## config.mk

```make
export PLATFORM = sky130hd
export DESIGN_NAME = phy_sleep_lpi_control
export DESIGN_NICKNAME = d
export VERILOG_FILES = /design/src/design/phy_pkg.sv /design/src/design/phy_sleep_lpi_control.sv
export SDC_FILE = /design/constraint.sdc
export NUM_CORES = 1
export LEC_CHECK = 0
export BUFFER_PORTS_ARGS = -buffer_cell sky130_fd_sc_hd__buf_2
export CORE_UTILIZATION = 40
export DETAILED_ROUTE_END_ITERATION = 8
export PLACE_DENSITY = 0.53
export SLEW_MARGIN = 20
export SYNTH_ARGS = -nofsm -noshare
export SYNTH_HDL_FRONTEND = slang
export SYNTH_SLANG_ARGS = --single-unit
```

## constraint.sdc

```tcl
create_clock -name sys_clk -period 3.15 [get_ports sys_clk]
set_input_delay 0.63 -clock sys_clk [delete_from_list [all_inputs] [get_ports sys_clk]]
set_output_delay 0.63 -clock sys_clk [all_outputs]
set_load 0.01 [all_outputs]
```

## src/design/phy_pkg.sv

```systemverilog
/*
  Shared constants, register map and carrier types for the transceiver
  sleep, low-power-idle and management block.
  Assumes a single 25 MHz system clock that is also the RMII clock.
*/
package phy_pkg;
    // Management register indices
    localparam logic [4:0]  REG_BASIC      = 5'h00;
    localparam logic [4:0]  REG_STATUS     = 5'h01;
    localparam logic [4:0]  REG_IND_CTL    = 5'h0D;
    localparam logic [4:0]  REG_IND_DATA   = 5'h0E;
    localparam logic [4:0]  REG_ANALOG_TWO = 5'h13;
    localparam logic [4:0]  REG_SLEEP      = 5'h14;
    localparam logic [4:0]  REG_FUNC_CTL   = 5'h1C;
    // Reset values and masks
    localparam logic [15:0] BASIC_RST      = 16'h2100;
    localparam logic [15:0] STATUS_FIXED   = 16'h7849;
    localparam logic [15:0] ANALOG_KEEP    = 16'h0303;
    localparam logic [15:0] ZERO_RST       = 16'h0000;
    // Sleep control bits
    localparam int SLP_METHOD = 6;
    localparam int SLP_MANUAL = 5;
    localparam int SLP_RETAIN = 4;
    localparam int SLP_EN     = 3;
    localparam int SLP_EXT    = 1;
    localparam int SLP_POL    = 0;
    // Other field positions
    localparam int FUNC_LOOP    = 1;
    localparam int STAT_AN_DONE = 5;
    localparam int STAT_LINK    = 2;
    localparam int EEE_ADV_BIT  = 1;
    localparam logic [4:0]  EEE_DEV     = 5'h07;
    localparam logic [15:0] EEE_ADV_REG = 16'h003C;
    localparam logic [1:0]  FN_ADDR     = 2'h0;
    localparam logic [1:0]  FN_INC_RW   = 2'h2;
    localparam logic [1:0]  FN_INC_W    = 2'h3;
    localparam logic [1:0]  LPI_CODE    = 2'h1;
    // Timing
    localparam int CLK_HZ            = 25_000_000;
    localparam int REFRESH_PERIOD_MS = 20;
    localparam int REFRESH_BURST_US  = 200;
    localparam int REFRESH_PERIOD_CYC = REFRESH_PERIOD_MS * (CLK_HZ / 1000);
    localparam int REFRESH_BURST_CYC  = REFRESH_BURST_US * (CLK_HZ / 1_000_000);
    localparam logic [10:0] DET_SHORT_CYC = 11'h040;
    localparam logic [10:0] DET_LONG_CYC  = 11'h400;
    localparam logic [5:0]  PREAMBLE_LEN  = 6'h20;

    typedef struct packed {
        logic       soft_reset;
        logic       loopback;
        logic       speed_100;
        logic       an_enable;
        logic       power_down;
        logic       isolate;
        logic       restart_an;
        logic       full_duplex;
        logic       col_test;
        logic [6:0] rsvd;
    } basic_ctl_t;

    typedef struct packed {
        logic       crs_dv;
        logic [1:0] rxd;
    } rx_bus_t;

    typedef enum logic [1:0] {MD_IDLE, MD_HDR, MD_WR, MD_RD} mdio_st_t;
    typedef enum logic {PW_RUN, PW_SLEEP} power_st_t;
endpackage

```

## src/design/phy_sleep_lpi_control.sv

```systemverilog
/*
  Sleep, energy-detect, low-power-idle and management register logic of a
  10/100 transceiver, reached by serial management frames on mdc/mdio.
  Assumes sys_clk is the RMII clock; mdc, mdio and energy_in are pins.
*/
// What this block does
// - Energy output held high after power-on until sleep feature enabled.
// - Sleep control bit 4 gates access to the retained register copy.
// - Bit 3 enables deep sleep and lets energy output follow cable.
// - Bit 6 clear selects automatic sleep on loss of cable energy.
// - Automatic mode: signal loss enters sleep and, with bit 0 clear, drops energy output.
// - Automatic mode: signal return wakes up and, with bit 0 clear, raises energy output.
// - Hardware reset also brings the device out of deep sleep.
// - Sleep register and analog bits 9:8,1:0 survive sleep, not reset.
// - Leave low-power idle quickly; transmit and receive idle independent.
// - Idle function off at reset; enabled via indirect 7/3Ch then restart.
// - In transmit idle send refresh bursts on a fixed period.
// - Transmit idle while enable low and data 01; exit on any change.
// - Partner sleep codes give CRS_DV low and RXD 01.
// - 32 direct registers; indirect space through Dh and Eh.
// - Basic control bit 15 starts software reset and self-clears.
// - Bit 14 loops RMII transmit to receive when function reg agrees.
// - With autonegotiation on, result overrides speed and duplex bits.
// - Leaving power-down by reset needs two writes; first clears it.
// - Bit 10 isolates RMII; bit 9 restarts negotiation, self-clears.
// - While bit 3 is zero, sleep disabled and energy output forced true.
// - Indirect function field: address, data, increment rw or w only.
`timescale 1ns/1ps
module phy_sleep_lpi_control #(
    parameter logic [4:0] PHY_ADDR       = 5'h01,
    parameter int         REFRESH_PERIOD = phy_pkg::REFRESH_PERIOD_CYC,
    parameter int         REFRESH_BURST  = phy_pkg::REFRESH_BURST_CYC
) (
    // Clock and reset
    input  wire logic             sys_clk,
    input  wire logic             sys_rst,
    // Management pins
    input  wire logic             mdc,
    input  wire logic             mdio_in,
    output logic                  mdio_out,
    output logic                  mdio_oe,
    // RMII towards the MAC
    input  wire logic             txen,
    input  wire logic [1:0]       txd,
    output phy_pkg::rx_bus_t      rmii_rx,
    // Line side
    input  wire logic             energy_in,
    input  wire phy_pkg::rx_bus_t line_rx,
    input  wire logic             line_lpi_code,
    input  wire logic             an_speed_100,
    input  wire logic             an_full_duplex,
    input  wire logic             an_done,
    input  wire logic             link_up,
    input  wire logic             autoneg_strap,
    // Status and control outputs
    output logic                  energy_present_out,
    output logic                  deep_sleep,
    output logic                  tx_lpi,
    output logic                  refresh_burst,
    output logic                  speed_100,
    output logic                  full_duplex,
    output logic                  an_restart,
    output logic                  power_down
);
    logic [2:0]           pin_a_q, pin_b_q, pin_c_q, pin_lvl_q;
    logic                 mdc_rise, mdc_fall, mdio_bit, energy;
    phy_pkg::mdio_st_t    md_st_q;
    phy_pkg::power_st_t   pw_st_q;
    logic [5:0]           ones_q;
    logic [4:0]           cnt_q, reg_q;
    logic [17:0]          sh_q;
    logic [15:0]          wr_data_q, hdr;
    logic                 wr_stb_q, rd_stb_q;
    phy_pkg::basic_ctl_t  bc_q;
    logic [15:0]          ind_ctl_q, ind_addr_q, eee_adv_q, func_q;
    logic [15:0]          sleep_vol_q, sleep_ret_q, afe2_q, afe2_ret_q;
    logic                 eee_on_q, ind_hit, vol_rst, loop_eff, det_done;
    logic [10:0]          det_q, det_lim;
    logic [31:0]          ref_q;
    phy_pkg::rx_bus_t     rx_q;
    logic                 mdio_out_q, mdio_oe_q, ep_q, tx_lpi_q, ref_on_q;
    logic                 speed_q, duplex_q;

    function automatic logic wr_to(input logic [4:0] a);
        return wr_stb_q && (reg_q == a);
    endfunction

    // Read decode; unmapped indices read as zero
    function automatic logic [15:0] rd_word(input logic [4:0] a);
        logic [15:0] st;
        st = phy_pkg::STATUS_FIXED;
        st[phy_pkg::STAT_AN_DONE] = an_done;
        st[phy_pkg::STAT_LINK] = link_up;
        case (a)
            phy_pkg::REG_BASIC:      return bc_q;
            phy_pkg::REG_STATUS:     return st;
            phy_pkg::REG_IND_CTL:    return ind_ctl_q;
            phy_pkg::REG_IND_DATA:
                return (ind_ctl_q[15:14] == phy_pkg::FN_ADDR) ? ind_addr_q
                     : (ind_hit ? eee_adv_q : phy_pkg::ZERO_RST);
            phy_pkg::REG_ANALOG_TWO:
                return sleep_vol_q[phy_pkg::SLP_RETAIN]
                     ? ((afe2_q & ~phy_pkg::ANALOG_KEEP) | afe2_ret_q) : afe2_q;
            phy_pkg::REG_SLEEP:
                return sleep_vol_q[phy_pkg::SLP_RETAIN] ? sleep_ret_q : sleep_vol_q;
            phy_pkg::REG_FUNC_CTL:   return func_q;
            default:                 return phy_pkg::ZERO_RST;
        endcase
    endfunction

    // Pin synchronisers; a level counts once the second and third stages agree
    // Mdc and mdio reset to their idle-high level so no false edge follows reset
    always_ff @(posedge sys_clk)
    begin
        if (sys_rst)
        begin
            pin_a_q   <= 3'h3;
            pin_b_q   <= 3'h3;
            pin_c_q   <= 3'h3;
            pin_lvl_q <= 3'h3;
        end
        else
        begin
            pin_a_q   <= {energy_in, mdio_in, mdc};
            pin_b_q   <= pin_a_q;
            pin_c_q   <= pin_b_q;
            pin_lvl_q <= (pin_b_q & pin_c_q) | (pin_lvl_q & (pin_b_q ^ pin_c_q));
        end
    end
    assign mdc_rise = pin_b_q[0] & pin_c_q[0] & ~pin_lvl_q[0];
    assign mdc_fall = ~pin_b_q[0] & ~pin_c_q[0] & pin_lvl_q[0];
    assign mdio_bit = pin_lvl_q[1];
    assign energy   = pin_lvl_q[2];
    assign hdr      = {sh_q[14:0], mdio_bit};
    assign ind_hit  = ind_ctl_q[4:0] == phy_pkg::EEE_DEV && ind_addr_q == phy_pkg::EEE_ADV_REG;

    // Serial management frame engine; idle while asleep
    always_ff @(posedge sys_clk)
    begin
        wr_stb_q <= 1'b0;
        rd_stb_q <= 1'b0;
        if (sys_rst || pw_st_q == phy_pkg::PW_SLEEP)
        begin
            md_st_q    <= phy_pkg::MD_IDLE;
            ones_q     <= 6'h00;
            cnt_q      <= 5'h00;
            sh_q       <= 18'h0_0000;
            reg_q      <= 5'h00;
            wr_data_q  <= 16'h0000;
            mdio_out_q <= 1'b0;
            mdio_oe_q  <= 1'b0;
        end
        else
        begin
            unique case (md_st_q)
                phy_pkg::MD_IDLE:
                    if (mdc_rise)
                    begin
                        if (mdio_bit)
                            ones_q <= (ones_q == phy_pkg::PREAMBLE_LEN) ? ones_q : ones_q + 6'h01;
                        else
                        begin
                            ones_q <= 6'h00;
                            cnt_q  <= 5'h00;
                            if (ones_q == phy_pkg::PREAMBLE_LEN)
                                md_st_q <= phy_pkg::MD_HDR;
                        end
                    end
                phy_pkg::MD_HDR:
                    if (mdc_rise)
                    begin
                        sh_q  <= {sh_q[16:0], mdio_bit};
                        cnt_q <= cnt_q + 5'h01;
                        if (cnt_q == 5'd12)
                        begin
                            cnt_q   <= 5'h00;
                            reg_q   <= hdr[4:0];
                            md_st_q <= phy_pkg::MD_IDLE;
                            if (hdr[12] && hdr[9:5] == PHY_ADDR && hdr[11:10] == 2'h1)
                                md_st_q <= phy_pkg::MD_WR;
                            if (hdr[12] && hdr[9:5] == PHY_ADDR && hdr[11:10] == 2'h2)
                            begin
                                md_st_q  <= phy_pkg::MD_RD;
                                sh_q     <= {2'h0, rd_word(hdr[4:0])};
                                rd_stb_q <= hdr[4:0] == phy_pkg::REG_IND_DATA;
                            end
                        end
                    end
                phy_pkg::MD_WR:
                    if (mdc_rise)
                    begin
                        sh_q  <= {sh_q[16:0], mdio_bit};
                        cnt_q <= cnt_q + 5'h01;
                        if (cnt_q == 5'd17)
                        begin
                            wr_stb_q  <= 1'b1;
                            wr_data_q <= hdr;
                            md_st_q   <= phy_pkg::MD_IDLE;
                        end
                    end
                phy_pkg::MD_RD:
                    if (mdc_fall)
                    begin
                        cnt_q <= cnt_q + 5'h01;
                        if (cnt_q == 5'd1)
                        begin
                            mdio_oe_q  <= 1'b1;
                            mdio_out_q <= 1'b0;
                        end
                        else if (cnt_q == 5'd18)
                        begin
                            mdio_oe_q <= 1'b0;
                            md_st_q   <= phy_pkg::MD_IDLE;
                        end
                        else if (cnt_q != 5'd0)
                        begin
                            mdio_out_q <= sh_q[15];
                            sh_q       <= {sh_q[16:0], 1'b0};
                        end
                    end
            endcase
        end
    end

    // Volatile registers are lost in sleep and defaulted by software reset
    assign vol_rst = sys_rst || bc_q.soft_reset || pw_st_q == phy_pkg::PW_SLEEP;
    always_ff @(posedge sys_clk)
    begin
        if (vol_rst)
        begin
            bc_q           <= phy_pkg::BASIC_RST;
            bc_q.an_enable <= autoneg_strap;
        end
        else
        begin
            bc_q.soft_reset <= 1'b0;
            bc_q.restart_an <= 1'b0;
            if (wr_to(phy_pkg::REG_BASIC))
            begin
                if (bc_q.power_down && wr_data_q[15])
                    bc_q.power_down <= 1'b0;
                else
                    bc_q <= {wr_data_q[15:7], 7'h00};
            end
        end
    end

    // Indirect space and idle-function enable
    always_ff @(posedge sys_clk)
    begin
        if (vol_rst)
        begin
            ind_ctl_q  <= phy_pkg::ZERO_RST;
            ind_addr_q <= phy_pkg::ZERO_RST;
            eee_adv_q  <= phy_pkg::ZERO_RST;
            func_q     <= phy_pkg::ZERO_RST;
            eee_on_q   <= 1'b0;
        end
        else
        begin
            if (wr_to(phy_pkg::REG_IND_CTL))
                ind_ctl_q <= wr_data_q;
            if (wr_to(phy_pkg::REG_FUNC_CTL))
                func_q <= wr_data_q;
            if (wr_to(phy_pkg::REG_IND_DATA))
            begin
                if (ind_ctl_q[15:14] == phy_pkg::FN_ADDR)
                    ind_addr_q <= wr_data_q;
                else
                begin
                    if (ind_hit)
                        eee_adv_q <= wr_data_q;
                    if (ind_ctl_q[15])
                        ind_addr_q <= ind_addr_q + 16'h0001;
                end
            end
            if (rd_stb_q && ind_ctl_q[15:14] == phy_pkg::FN_INC_RW)
                ind_addr_q <= ind_addr_q + 16'h0001;
            if (wr_to(phy_pkg::REG_BASIC) && wr_data_q[9])
                eee_on_q <= eee_adv_q[phy_pkg::EEE_ADV_BIT];
        end
    end

    // Sleep control with retained copies; only hardware reset clears them
    always_ff @(posedge sys_clk)
    begin
        if (sys_rst)
        begin
            sleep_vol_q <= phy_pkg::ZERO_RST;
            sleep_ret_q <= phy_pkg::ZERO_RST;
            afe2_q      <= phy_pkg::ZERO_RST;
            afe2_ret_q  <= phy_pkg::ZERO_RST;
        end
        else if (pw_st_q == phy_pkg::PW_SLEEP)
        begin
            sleep_vol_q <= sleep_ret_q;
            afe2_q      <= afe2_ret_q;
        end
        else
        begin
            if (wr_to(phy_pkg::REG_SLEEP))
            begin
                sleep_vol_q <= wr_data_q;
                if (wr_data_q[phy_pkg::SLP_RETAIN])
                    sleep_ret_q <= wr_data_q;
            end
            if (wr_to(phy_pkg::REG_ANALOG_TWO))
            begin
                afe2_q <= wr_data_q;
                if (sleep_vol_q[phy_pkg::SLP_RETAIN])
                    afe2_ret_q <= wr_data_q & phy_pkg::ANALOG_KEEP;
            end
        end
    end

    // Energy loss timer and power state
    assign det_lim  = sleep_vol_q[phy_pkg::SLP_EXT] ? phy_pkg::DET_LONG_CYC
                                                    : phy_pkg::DET_SHORT_CYC;
    assign det_done = det_q >= det_lim;
    always_ff @(posedge sys_clk)
    begin
        if (sys_rst || energy || !sleep_vol_q[phy_pkg::SLP_EN])
            det_q <= 11'h000;
        else if (!det_done)
            det_q <= det_q + 11'h001;
    end

    always_ff @(posedge sys_clk)
    begin
        if (sys_rst)
            pw_st_q <= phy_pkg::PW_RUN;
        else
        begin
            unique case (pw_st_q)
                phy_pkg::PW_RUN:
                    if (sleep_vol_q[phy_pkg::SLP_EN] && (sleep_vol_q[phy_pkg::SLP_METHOD]
                        ? sleep_vol_q[phy_pkg::SLP_MANUAL] : det_done))
                        pw_st_q <= phy_pkg::PW_SLEEP;
                phy_pkg::PW_SLEEP:
                    if (!sleep_vol_q[phy_pkg::SLP_METHOD] && energy)
                        pw_st_q <= phy_pkg::PW_RUN;
            endcase
        end
    end

    // Energy output is forced true until the feature is enabled
    always_ff @(posedge sys_clk)
    begin
        if (sys_rst)
            ep_q <= 1'b1;
        else if (!sleep_vol_q[phy_pkg::SLP_EN])
            ep_q <= 1'b1;
        else
            ep_q <= !det_done ^ sleep_vol_q[phy_pkg::SLP_POL];
    end

    // Transmit idle and refresh bursts
    always_ff @(posedge sys_clk)
    begin
        if (sys_rst)
            tx_lpi_q <= 1'b0;
        else
            tx_lpi_q <= eee_on_q && !txen && txd == phy_pkg::LPI_CODE
                        && pw_st_q == phy_pkg::PW_RUN;
    end

    always_ff @(posedge sys_clk)
    begin
        if (sys_rst || !tx_lpi_q)
        begin
            ref_q    <= 32'h0000_0000;
            ref_on_q <= 1'b0;
        end
        else
        begin
            ref_q    <= (ref_q == 32'(REFRESH_PERIOD - 1)) ? 32'h0000_0000 : ref_q + 32'h0000_0001;
            ref_on_q <= ref_q < 32'(REFRESH_BURST);
        end
    end

    // RMII receive, loopback and isolation; receive idle is separate from transmit
    assign loop_eff = bc_q.loopback && func_q[phy_pkg::FUNC_LOOP];
    always_ff @(posedge sys_clk)
    begin
        if (sys_rst || bc_q.isolate || bc_q.power_down || pw_st_q == phy_pkg::PW_SLEEP)
            rx_q <= '0;
        else if (loop_eff)
            rx_q <= {txen, txd};
        else if (eee_on_q && line_lpi_code)
            rx_q <= {1'b0, phy_pkg::LPI_CODE};
        else
            rx_q <= line_rx;
    end

    // Negotiated result wins over the manual bits
    always_ff @(posedge sys_clk)
    begin
        if (sys_rst)
        begin
            speed_q  <= 1'b1;
            duplex_q <= 1'b1;
        end
        else
        begin
            speed_q  <= bc_q.an_enable ? an_speed_100 : bc_q.speed_100;
            duplex_q <= bc_q.an_enable ? an_full_duplex : bc_q.full_duplex;
        end
    end

    assign mdio_out           = mdio_out_q;
    assign mdio_oe            = mdio_oe_q;
    assign rmii_rx            = rx_q;
    assign energy_present_out = ep_q;
    assign deep_sleep         = pw_st_q == phy_pkg::PW_SLEEP;
    assign tx_lpi             = tx_lpi_q;
    assign refresh_burst      = ref_on_q;
    assign speed_100          = speed_q;
    assign full_duplex        = duplex_q;
    assign an_restart         = bc_q.restart_an;
    assign power_down         = bc_q.power_down;
endmodule

```

; After elaboration in Yosys (flattened, before gate mapping)
; Cells that the tools add are included.
[classes]
add_sub_neg = 5
mul = 0
div_mod_pow = 0
magnitude_cmp = 2
eq_ne = 42
shift = 0
mux = 64
bitwise = 23
reduce_logical = 66
[ops]
columns = op, n
row1 = 2-to-1 mux 16 bit, 20
row2 = case mux 16 bit (7 select lines), 1
row3 = case mux 16 bit (3 select lines), 1
row4 = "equality test 5 bit, second input constant", 8
row5 = "adder 32 x 1 -> 32 bit, second input constant", 1
row6 = "equality test 32 x 19 -> 1 bit, second input constant", 1
row7 = "< comparator 32 x 13 -> 1 bit, second input constant", 1
row8 = 2-to-1 mux 5 bit, 6
row9 = "!= test 2 bit, second input constant", 15
row10 = 2-to-1 mux 13 bit, 2
row11 = "equality test 5 x 4 -> 1 bit, second input constant", 5
row12 = 2-to-1 mux 2 bit, 12
row13 = 2-to-1 mux 11 bit, 2
row14 = AND reduction 3 bit, 7
row15 = logical AND 1 bit, 20
row16 = case mux 5 bit (4 select lines), 1
row17 = "adder 16 x 1 -> 16 bit, second input constant", 1
row18 = "equality test 16 x 6 -> 1 bit, second input constant", 1
row19 = OR 16 x 10 -> 16 bit, 1
row20 = "equality test 5 x 1 -> 1 bit, second input constant", 3
row21 = 2-to-1 mux 1 bit, 13
row22 = NOT 1 bit, 13
row23 = 2-to-1 mux 6 bit, 2
row24 = nonzero test 2 bit, 6
row25 = 30 further kinds, 59
[totals]
regBits = 244
latchBits = 0
ramBits = 0
rom_bits = 0
inputBits = 17
out_inout_bits = 13
wordCells = 244
n_memories = 0

; Logic depth before layout (Yosys ltp)
; Gate-level depths: netlist (run 1).
[logic_depth]
word_depth = 9
mapped_depth = 10
depth_no_buf = 7

; Worst setup path after synthesis (run 1)
; OpenSTA, ideal clock, no wires.
[synth_timing]
path_type = register to register
start = register sh_q[5]
end = register sh_q[14]
arrival_ns = 2.298
setup_slack_ns = 0.735
path_stages_with_launch = 7
path_buffers = 1
synth_period_minus_slack_ns = 2.415
cell_sequence = dfxtp_1 -> or4b_1 -> or4_4 -> or3_4 -> buf_2 -> a31o_2 -> a22o_1
[synth_via]
elab_chain_cells = 7
[synth_lines]
columns = item, line_no
row1 = start: declaration, phy_sleep_lpi_control.sv:71  ; logic [17:0] sh_q;
row2 = start signal: assignment, phy_sleep_lpi_control.sv:172  ; sh_q <= {sh_q[16:0], mdio_bit};
row3 = start signal: assignment, phy_sleep_lpi_control.sv:184  ; sh_q <= {2'h0, rd_word(hdr[4:0])};
row4 = start signal: assignment, phy_sleep_lpi_control.sv:192  ; sh_q <= {sh_q[16:0], mdio_bit};
row5 = equality test 5 x 1 -> 1 bit, phy_sleep_lpi_control.sv:181  ; if (hdr[12] && hdr[9:5] == PHY_ADDR && hdr[11:10] == 2'h2)
row6 = logical AND 1 bit (2 in series), phy_sleep_lpi_control.sv:181
row7 = 2-to-1 mux 16 bit, phy_sleep_lpi_control.sv:181
row8 = 2-to-1 mux 16 bit, phy_sleep_lpi_control.sv:174  ; if (cnt_q == 5'd12)
row9 = 2-to-1 mux 16 bit, phy_sleep_lpi_control.sv:170  ; if (mdc_rise)
row10 = case mux 16 bit (3 select lines), phy_sleep_lpi_control.sv:155  ; unique case (md_st_q)
; No other way between the ends. The select of a mux whose other input is x is not followed.
; A chain may end at the register's enable or synchronous reset.

; Worst setup path after layout (run 1)
[layout_timing]
start = register md_st_q[1]
end = register sh_q[14]
[layout_via]
elab_chain_cells = 3
[layout_lines]
columns = item, line_no
row1 = start: declaration, phy_sleep_lpi_control.sv:67  ; phy_pkg::mdio_st_t md_st_q;
row2 = start signal: assignment, phy_sleep_lpi_control.sv:144  ; md_st_q <= phy_pkg::MD_IDLE;
row3 = start signal: assignment, phy_sleep_lpi_control.sv:166  ; md_st_q <= phy_pkg::MD_HDR;
row4 = start signal: assignment, phy_sleep_lpi_control.sv:178  ; md_st_q <= phy_pkg::MD_IDLE;
row5 = equality test 2 bit / equality test 2 x 1 -> 1 bit (equally long branches), phy_sleep_lpi_control.sv:155
row6 = != test 2 bit (no line) / nonzero test 3 bit (equally long branches), -
row7 = AND reduction 7 bit (no line), -
; Several ways; a longest one is shown, not always the timed one.

==> results.md, run 1 <==
- I/O Buffers: 29
- WHS Path Cells: 2
- Final instance area: 0.0134 mm²
- Slew Viols, Final: 0
- Pin count of the biggest net entering global routing: 46
- Slowest stage cell, crit path: o21ai_0
- Max layer used: met4
- Post-synthesis instance total: 1404
- Die extent in y: 174 µm
- Register Area: 0.00489 mm²
- DR WL met3: 1890 µm
- Post-route minimum period: 2.92 ns
- Die width: 174 µm
- Outcome: finished, final reports clean
- # diodes: 0
- Final setup fails: 0
- Initial antenna violation count: 0
- DRT antenna net count: 0
- Postcts setup bufs: 0
- Reg2reg path depth: 8
- CP Class: reg2reg
- Mapped Area: 0.0119 mm²
- Final wirelength: 35100 µm
- Synth unique cells: 72
- CP arrival: 3.36 ns
- DRT met1 WL: 17500 µm
- Placed cell area: 0.0126 mm²
- Register area share after synthesis: 41.2%
- Rows: 62
- Final Cycle Share: 92.7%
- Synth Warn #: 0
- Layout area overhead: 13.1%
- Most common cell after layout, fill and taps aside: dfxtp_1
- CP cell instances: inv_1 > ha_1 > nor2_1 > o21ai_0 > nand2_1 > nor4b_2 > buf_4 > a22o_1
- Clock transition at path regs: 0.06 ns
- HP Class: in2reg
- TritonCTS buffer count: 29
- Leakage: 4.72 nW
- Hold path startpoint: mdio_in
- GRT Total Usage: 23.1%
- GP Congestion: 0.865
- Fmax achieved: 342 MHz
- Syn Area/Cell: 8.47 µm²
- Area occupied by multi-input gates: 0.00649 mm²
- IO Count: 30
- Hold Path Sink: pin_a_q[1]
- Drc violations: 0
- Most frequent cells in the layout: 243 x dfxtp_1, 164 x nor2_1, 146 x nand2_1
- Clk root buf: clkbuf_16
- R2r setup slk: 0.23 ns
- Critical Path RT: 3.59 ns
- Per-cell routed wire length: 19.3 µm
- Setup crit end kind: flip-flop
- Crit Reg-Reg Endpoint: sh_q[14]
- Final net count: 1449
- CP max FO: 11
- Via Count: 10107
- Critical R2R Launch: md_st_q[1]
- Worst-Skew Late Latency: 0.55 ns
- CTS hold repair buffers: 0
- Die area: 0.0304 mm²
- CP max stage delay: 0.84 ns
- Post-cts repair resize count: 0
- VDD IR max: 393 µV
- FFs w/ async S/R, synth: 0%
- Share of cells above drive strength 1: 13.3%
- Met2 Wirelength: 14900 µm
- Worst slew pin tran: 1.06 ns
- MaxCap Viol Count: 0
- CP Launch Type: flip-flop
- RSZ-0062 raised after global routing: false
- Detailed placement HPWL: 24300 µm
- Vias per cell: 5.57
- Worst Skew: 0.0118 ns
- H-tree depth: 1
- Synthesized flop and latch total: 244
- Grt total ovfl: 0
- Clock Tree Buf Depth: 3
- Setup TNS: 0 ns
- Vias in the first global route: 9478
- Syn nets: 1442
- CTS tree: built
- First-pass GRT wire length: 55800 µm
- Core box area: 0.0290 mm²
- Pre-antenna DRT Iters: 7
- Rel. slew slack: 28.6%
- Synth Flop Type: dfxtp_1
- PD cells: 476 mW/mm²
- Fill cells: 2889
- Sinks on Clock Net: 244
- Starting Density: 41.0%
- Final hold viol count: 0
- Number of synthesized flops with an enable pin: 1
- First DRT Iteration DRCs: 817
-- how the worst max path moves through the flow --
stage / depth (start not counted) / slack (ns) / startpoint / to
global route: 8 / 0.009 / md_st_q[1] / sh_q[14]
detailed placement: 8 / 0.30 / md_st_q[1] / sh_q[14]
CTS: 8 / 0.30 / md_st_q[1] / sh_q[14]
finish: 8 / 0.23 / md_st_q[1] / sh_q[14]
floorplan: 6 / 0.73 / sh_q[5] / sh_q[14]
global placement: 8 / 0.37 / md_st_q[1] / sh_q[14]
-- synth_stat cells, types with 26 or more instances --
cell,instances,area [µm²]
dfxtp_1,243,4860
nor2_1,165,619
nand2_1,146,548
clkbuf_1,91,342
mux2i_1,90,901
a21oi_1,81,405
nand3_1,54,270
inv_1,45,169
o21ai_0,38,190
and3_1,36,225
mux2_2,31,349
xnor2_1,29,254
nor3_1,26,130
-- layer usage --
layer	global-route usage (%)	vias to the layer above
met3	3.08	51
met2	34.8	274
li1	-	4988
met5	0	-
met4	5.88	0
met1	34.4	4794
-- per-stage QoR --
step                worst slack, ns  instances  hold slack (ns)  power, W  utilization (%)
finish                        0.230       1814            0.264   0.00640             46.4
global route                0.00931       1814            0.255   0.00662             46.4
CTS                           0.296       1814            0.235   0.00647             46.4
detailed placement            0.296       1764            0.408   0.00331             43.3
global placement              0.374       1764            0.404   0.00331             43.3
floorplan                     0.735       1404            0.389   0.00325                -
-- worst max-delay path: cells and delay by family, from the launching register on --
| family | cells | cell delay, ns |
|---|---|---|
| compound gates | 2 | 1.04 |
| fa+ha+maj | 1 | 0.28 |
| buf+inv | 2 | 0.28 |
| flops | 1 | 0.33 |
| simple gates | 3 | 0.88 |
-- area by class of cell --
| cell class | count | area share [%] |
|---|---|---|
| timing repair buffer | 79 | 3.87 |
| multi-input combinational | 1012 | 48.3 |
| sequential | 244 | 36.4 |
| clock inverter | 8 | 0.354 |
| tap | 384 | 3.57 |
| clock buffer | 42 | 6.28 |
| inverter | 45 | 1.26 |
-- where the power goes --
| group | total, W | internal (W) | leakage, nW | switching [W] |
|---|---|---|---|---|
| Clock | 0.00315 | 0.00184 | 0.447 | 0.00131 |
| Combinational | 0.000135 | 0.0000441 | 2.30 | 0.0000912 |
| Sequential | 0.00311 | 0.00310 | 1.97 | 0.00000817 |
| Total | 0.00640 | 0.00499 | 4.72 | 0.00141 |
-- kinds of logic after synthesis --
logic type,count (synthesis),share of synthesized area [%]
simple gates,563,23.2
compound gates,265,15.1
flops,244,41.2
buf+inv,148,4.71
mux,121,10.5
xor+xnor,42,3.09
fa+ha+maj,21,2.21
-- state kept, by name, indices dropped and copies added (netlist names), 4 cells and up --
signal	cells
bc_q	7
ones_q	6
reg_q	5
det_q	11
wr_data_q	16
afe2_ret_q	4
sleep_ret_q	16
sleep_vol_q	16
sh_q	16
eee_adv_q	16
afe2_q	16
cnt_q	5
ref_q	32
func_q	16
ind_ctl_q	16
ind_addr_q	16
No activity file was read; power rests on OpenSTA's default activity.
==> run 2, diff against run 1 <==
--- a/config.mk
+++ b/config.mk
@@ -8,6 +8,8 @@
 export BUFFER_PORTS_ARGS = -buffer_cell sky130_fd_sc_hd__buf_2
 export CORE_UTILIZATION = 40
 export DETAILED_ROUTE_END_ITERATION = 8
+export GPL_TIMING_DRIVEN = 0
+export MAX_ROUTING_LAYER = met4
 export PLACE_DENSITY = 0.53
 export SLEW_MARGIN = 20
 export SYNTH_ARGS = -nofsm -noshare
==> run 2 against run 1 <==
Effect of this change:
- cell count is 3.0% higher
- register-to-register slack worse by 0.11 ns
- critical endpoint is now sh_q[9]
- sequential power hardly changed
- die area stayed put
- design area hardly changed
- clock power is 3% higher
- largest cell class unchanged
- hold slack hardly changed
- combinational power is 7% higher
- setup slack worse by 0.11 ns
- count of clock-buffer cells in the layout is 2 higher
==> results.md, run 2 (synthesis gave the netlist of run 1 again) <==
- Outcome: finished, final reports clean
- Worst slew pin tran: 1.15 ns (+0.0851 ns)
- Clock Tree Buf Depth: 3 (unchanged)
- Critical R2R Launch: sleep_vol_q[4]
- Largest register FFs: 32 (unchanged)
- Postcts setup bufs: 0 (unchanged)
- Die width: 174 µm (unchanged)
- First DRT Iteration DRCs: 932 (+14%)
- Leakage: 4.61 nW (-2.4%)
- Register Area: 0.00489 mm² (unchanged)
- Share of cells above drive strength 1: 9.24% (-4.0 points)
- Worst-Skew Late Latency: 0.55 ns (about the same)
- Final net count: 1502 (+3.7%)
- Layout area overhead: 13.1% (about the same)
- Initial antenna violation count: 1 (+1)
- Starting Density: 41.0% (unchanged)
- Final Cycle Share: 96.2% (+3.5 points)
- Pin count of the biggest net entering global routing: 15 (-67%)
- Reg with most FFs: ref_q
- CTS tree: built
- Slew Viols, Final: 0 (unchanged)
- CP Class: reg2reg
- Final wirelength: 38400 µm (+9.5%)
- Final setup fails: 0 (unchanged)
- PD cells: 484 mW/mm² (+1.8%)
- Max layer used: met4
- TritonCTS buffer count: 29 (unchanged)
- Die extent in y: 174 µm (unchanged)
- Worst Skew: 0.0112 ns (-0.000639 ns)
- Grt total ovfl: 0 (unchanged)
- Most frequent cells in the layout: 243 x dfxtp_1, 165 x nor2_1, 146 x nand2_1
- CP max stage delay: 0.82 ns (-0.02 ns)
- Dpl ws: 0.177 ns (-0.119 ns)
- Rows: 62 (unchanged)
- CP Launch Type: flip-flop
- CTS hold repair buffers: 0 (unchanged)
- Reg2reg path depth: 6 (-2)
- HP Class: in2reg
- Total power: 0.00651 W (+1.8%)
- MaxCap Viol Count: 0 (unchanged)
- Post-route minimum period: 3.03 ns (+0.110 ns)
- Fmax achieved: 330 MHz (-3.6%)
- Area occupied by multi-input gates: 0.00646 mm² (-0.52%)
- First-pass GRT wire length: 59700 µm (+7.0%)
- Detailed placement HPWL: 26600 µm (+9.2%)
- CP cell instances: clkbuf_1 > mux2_2 > o211a_1 > a2111oi_1 > o211ai_1 > o2bb2ai_1
- Hold Path Sink: pin_a_q[1]
- IO Count: 30 (unchanged)
- Rel. slew slack: 23.7% (-4.9 points)
- Per-cell routed wire length: 20.6 µm (+6.3%)
- VDD IR max: 402 µV (+2.2%)
- Post-cts repair resize count: 0 (unchanged)
- Setup TNS: 0 ns (unchanged)
- DRT antenna net count: 0 (unchanged)
- Met2 Wirelength: 16600 µm (+12%)
- Clock transition at path regs: 0.06 ns (about the same)
- Most common cell after layout, fill and taps aside: dfxtp_1
- Setup crit end kind: flip-flop
- Clk root buf: clkbuf_16
- R2r setup slk: 0.12 ns (-0.11 ns)
- Drc violations: 0 (unchanged)
- Final hold viol count: 0 (unchanged)
- Vias in the first global route: 9985 (+5.3%)
- Final std cells w/o fill: 1868 (+3.0%)
- Critical Path RT: 3.58 ns (about the same)
- DR WL met3: 2250 µm (+19%)
- DRT met1 WL: 18100 µm (+3.4%)
- Fill cells: 2912 (+0.80%)
- Crit Reg-Reg Endpoint: sh_q[9]
- WHS Path Cells: 2 (unchanged)
- Hold path startpoint: mdio_in
- Core box area: 0.0290 mm² (unchanged)
- GP Congestion: 0.935 (+8.1%)
- Pre-antenna DRT Iters: 7 (unchanged)
- CP arrival: 3.46 ns (+0.10 ns)
- Final worst setup slack: 0.120 ns (-0.110 ns)
- Slowest stage cell, crit path: a2111oi_1
- GRT Total Usage: 26.1% (+3.0 points)
- H-tree depth: 1 (unchanged)
- CP max FO: 10 (-1)
- Sinks on Clock Net: 244 (unchanged)
- Vias per cell: 5.61 (+0.75%)
- Buffers plus inverters on the worst setup path: 1 (-1)
- Post-Place Cells: 1817 (+3.0%)
- RSZ-0062 raised after global routing: false
- Die area: 0.0304 mm² (unchanged)
- Via Count: 10486 (+3.7%)
- Delay-heaviest family, CP: compound AO/OA/AOI/OAI gates
- I/O Buffers: 29 (unchanged)
-- run 2: cell types whose count changed in the layout (fill, tap and decap cells not counted), sizes merged --
cell / previous run / this run
clkbuf: 42 / 135
buf: 79 / 41
diode: 0 / 1
clkinv: 7 / 3
inv: 46 / 47
bufinv: 0 / 1
-- run 2: per-layer routing --
metal,GRT usage (%),up-vias
li1,-,5098
met1,35.8,5008
met2,39.0,306
met3,3.85,74
met4,9.17,0
met5,-,-
-- run 2: how the worst max path moves through the flow --
stage	to	depth (start not counted)	from	slack, ns
finish	sh_q[9]	6	sleep_vol_q[4]	0.12
global route	sh_q[9]	6	sleep_vol_q[4]	0.08
CTS	sh_q[9]	6	sleep_vol_q[4]	0.16
detailed placement	sh_q[9]	6	sleep_vol_q[4]	0.18
global placement	sh_q[9]	6	sleep_vol_q[4]	-0.11
floorplan	sh_q[14]	6	sh_q[5]	0.73
-- run 2: cell type report --
cell class	count	area share (%)
antenna	1	0.0186
buffer	103	2.92
clock buffer	44	6.26
clock inverter	6	0.465
inverter	45	1.26
multi-input combinational	1012	48.0
sequential	244	36.4
tap	384	3.57
timing repair buffer	29	1.08
-- run 2: report_power, final --
| part | internal, W | total [W] | switching (W) |
|---|---|---|---|
| registers | 0.00310 | 0.00311 | 0.00000649 |
| clock network | 0.00191 | 0.00326 | 0.00135 |
| logic | 0.0000400 | 0.000145 | 0.000105 |
| total | 0.00505 | 0.00651 | 0.00146 |
-- run 2: stage by stage --
step	hold WS (ns)	area, µm²	util [%]
6_report	0.263	13400	46.3
5_1_grt	0.250	13400	46.3
4_1_cts	0.244	13400	46.3
3_5_place_dp	0.396	12500	43.2
3_3_place_gp	0.423	12500	43.1
2_1_floorplan	0.389	11900	-
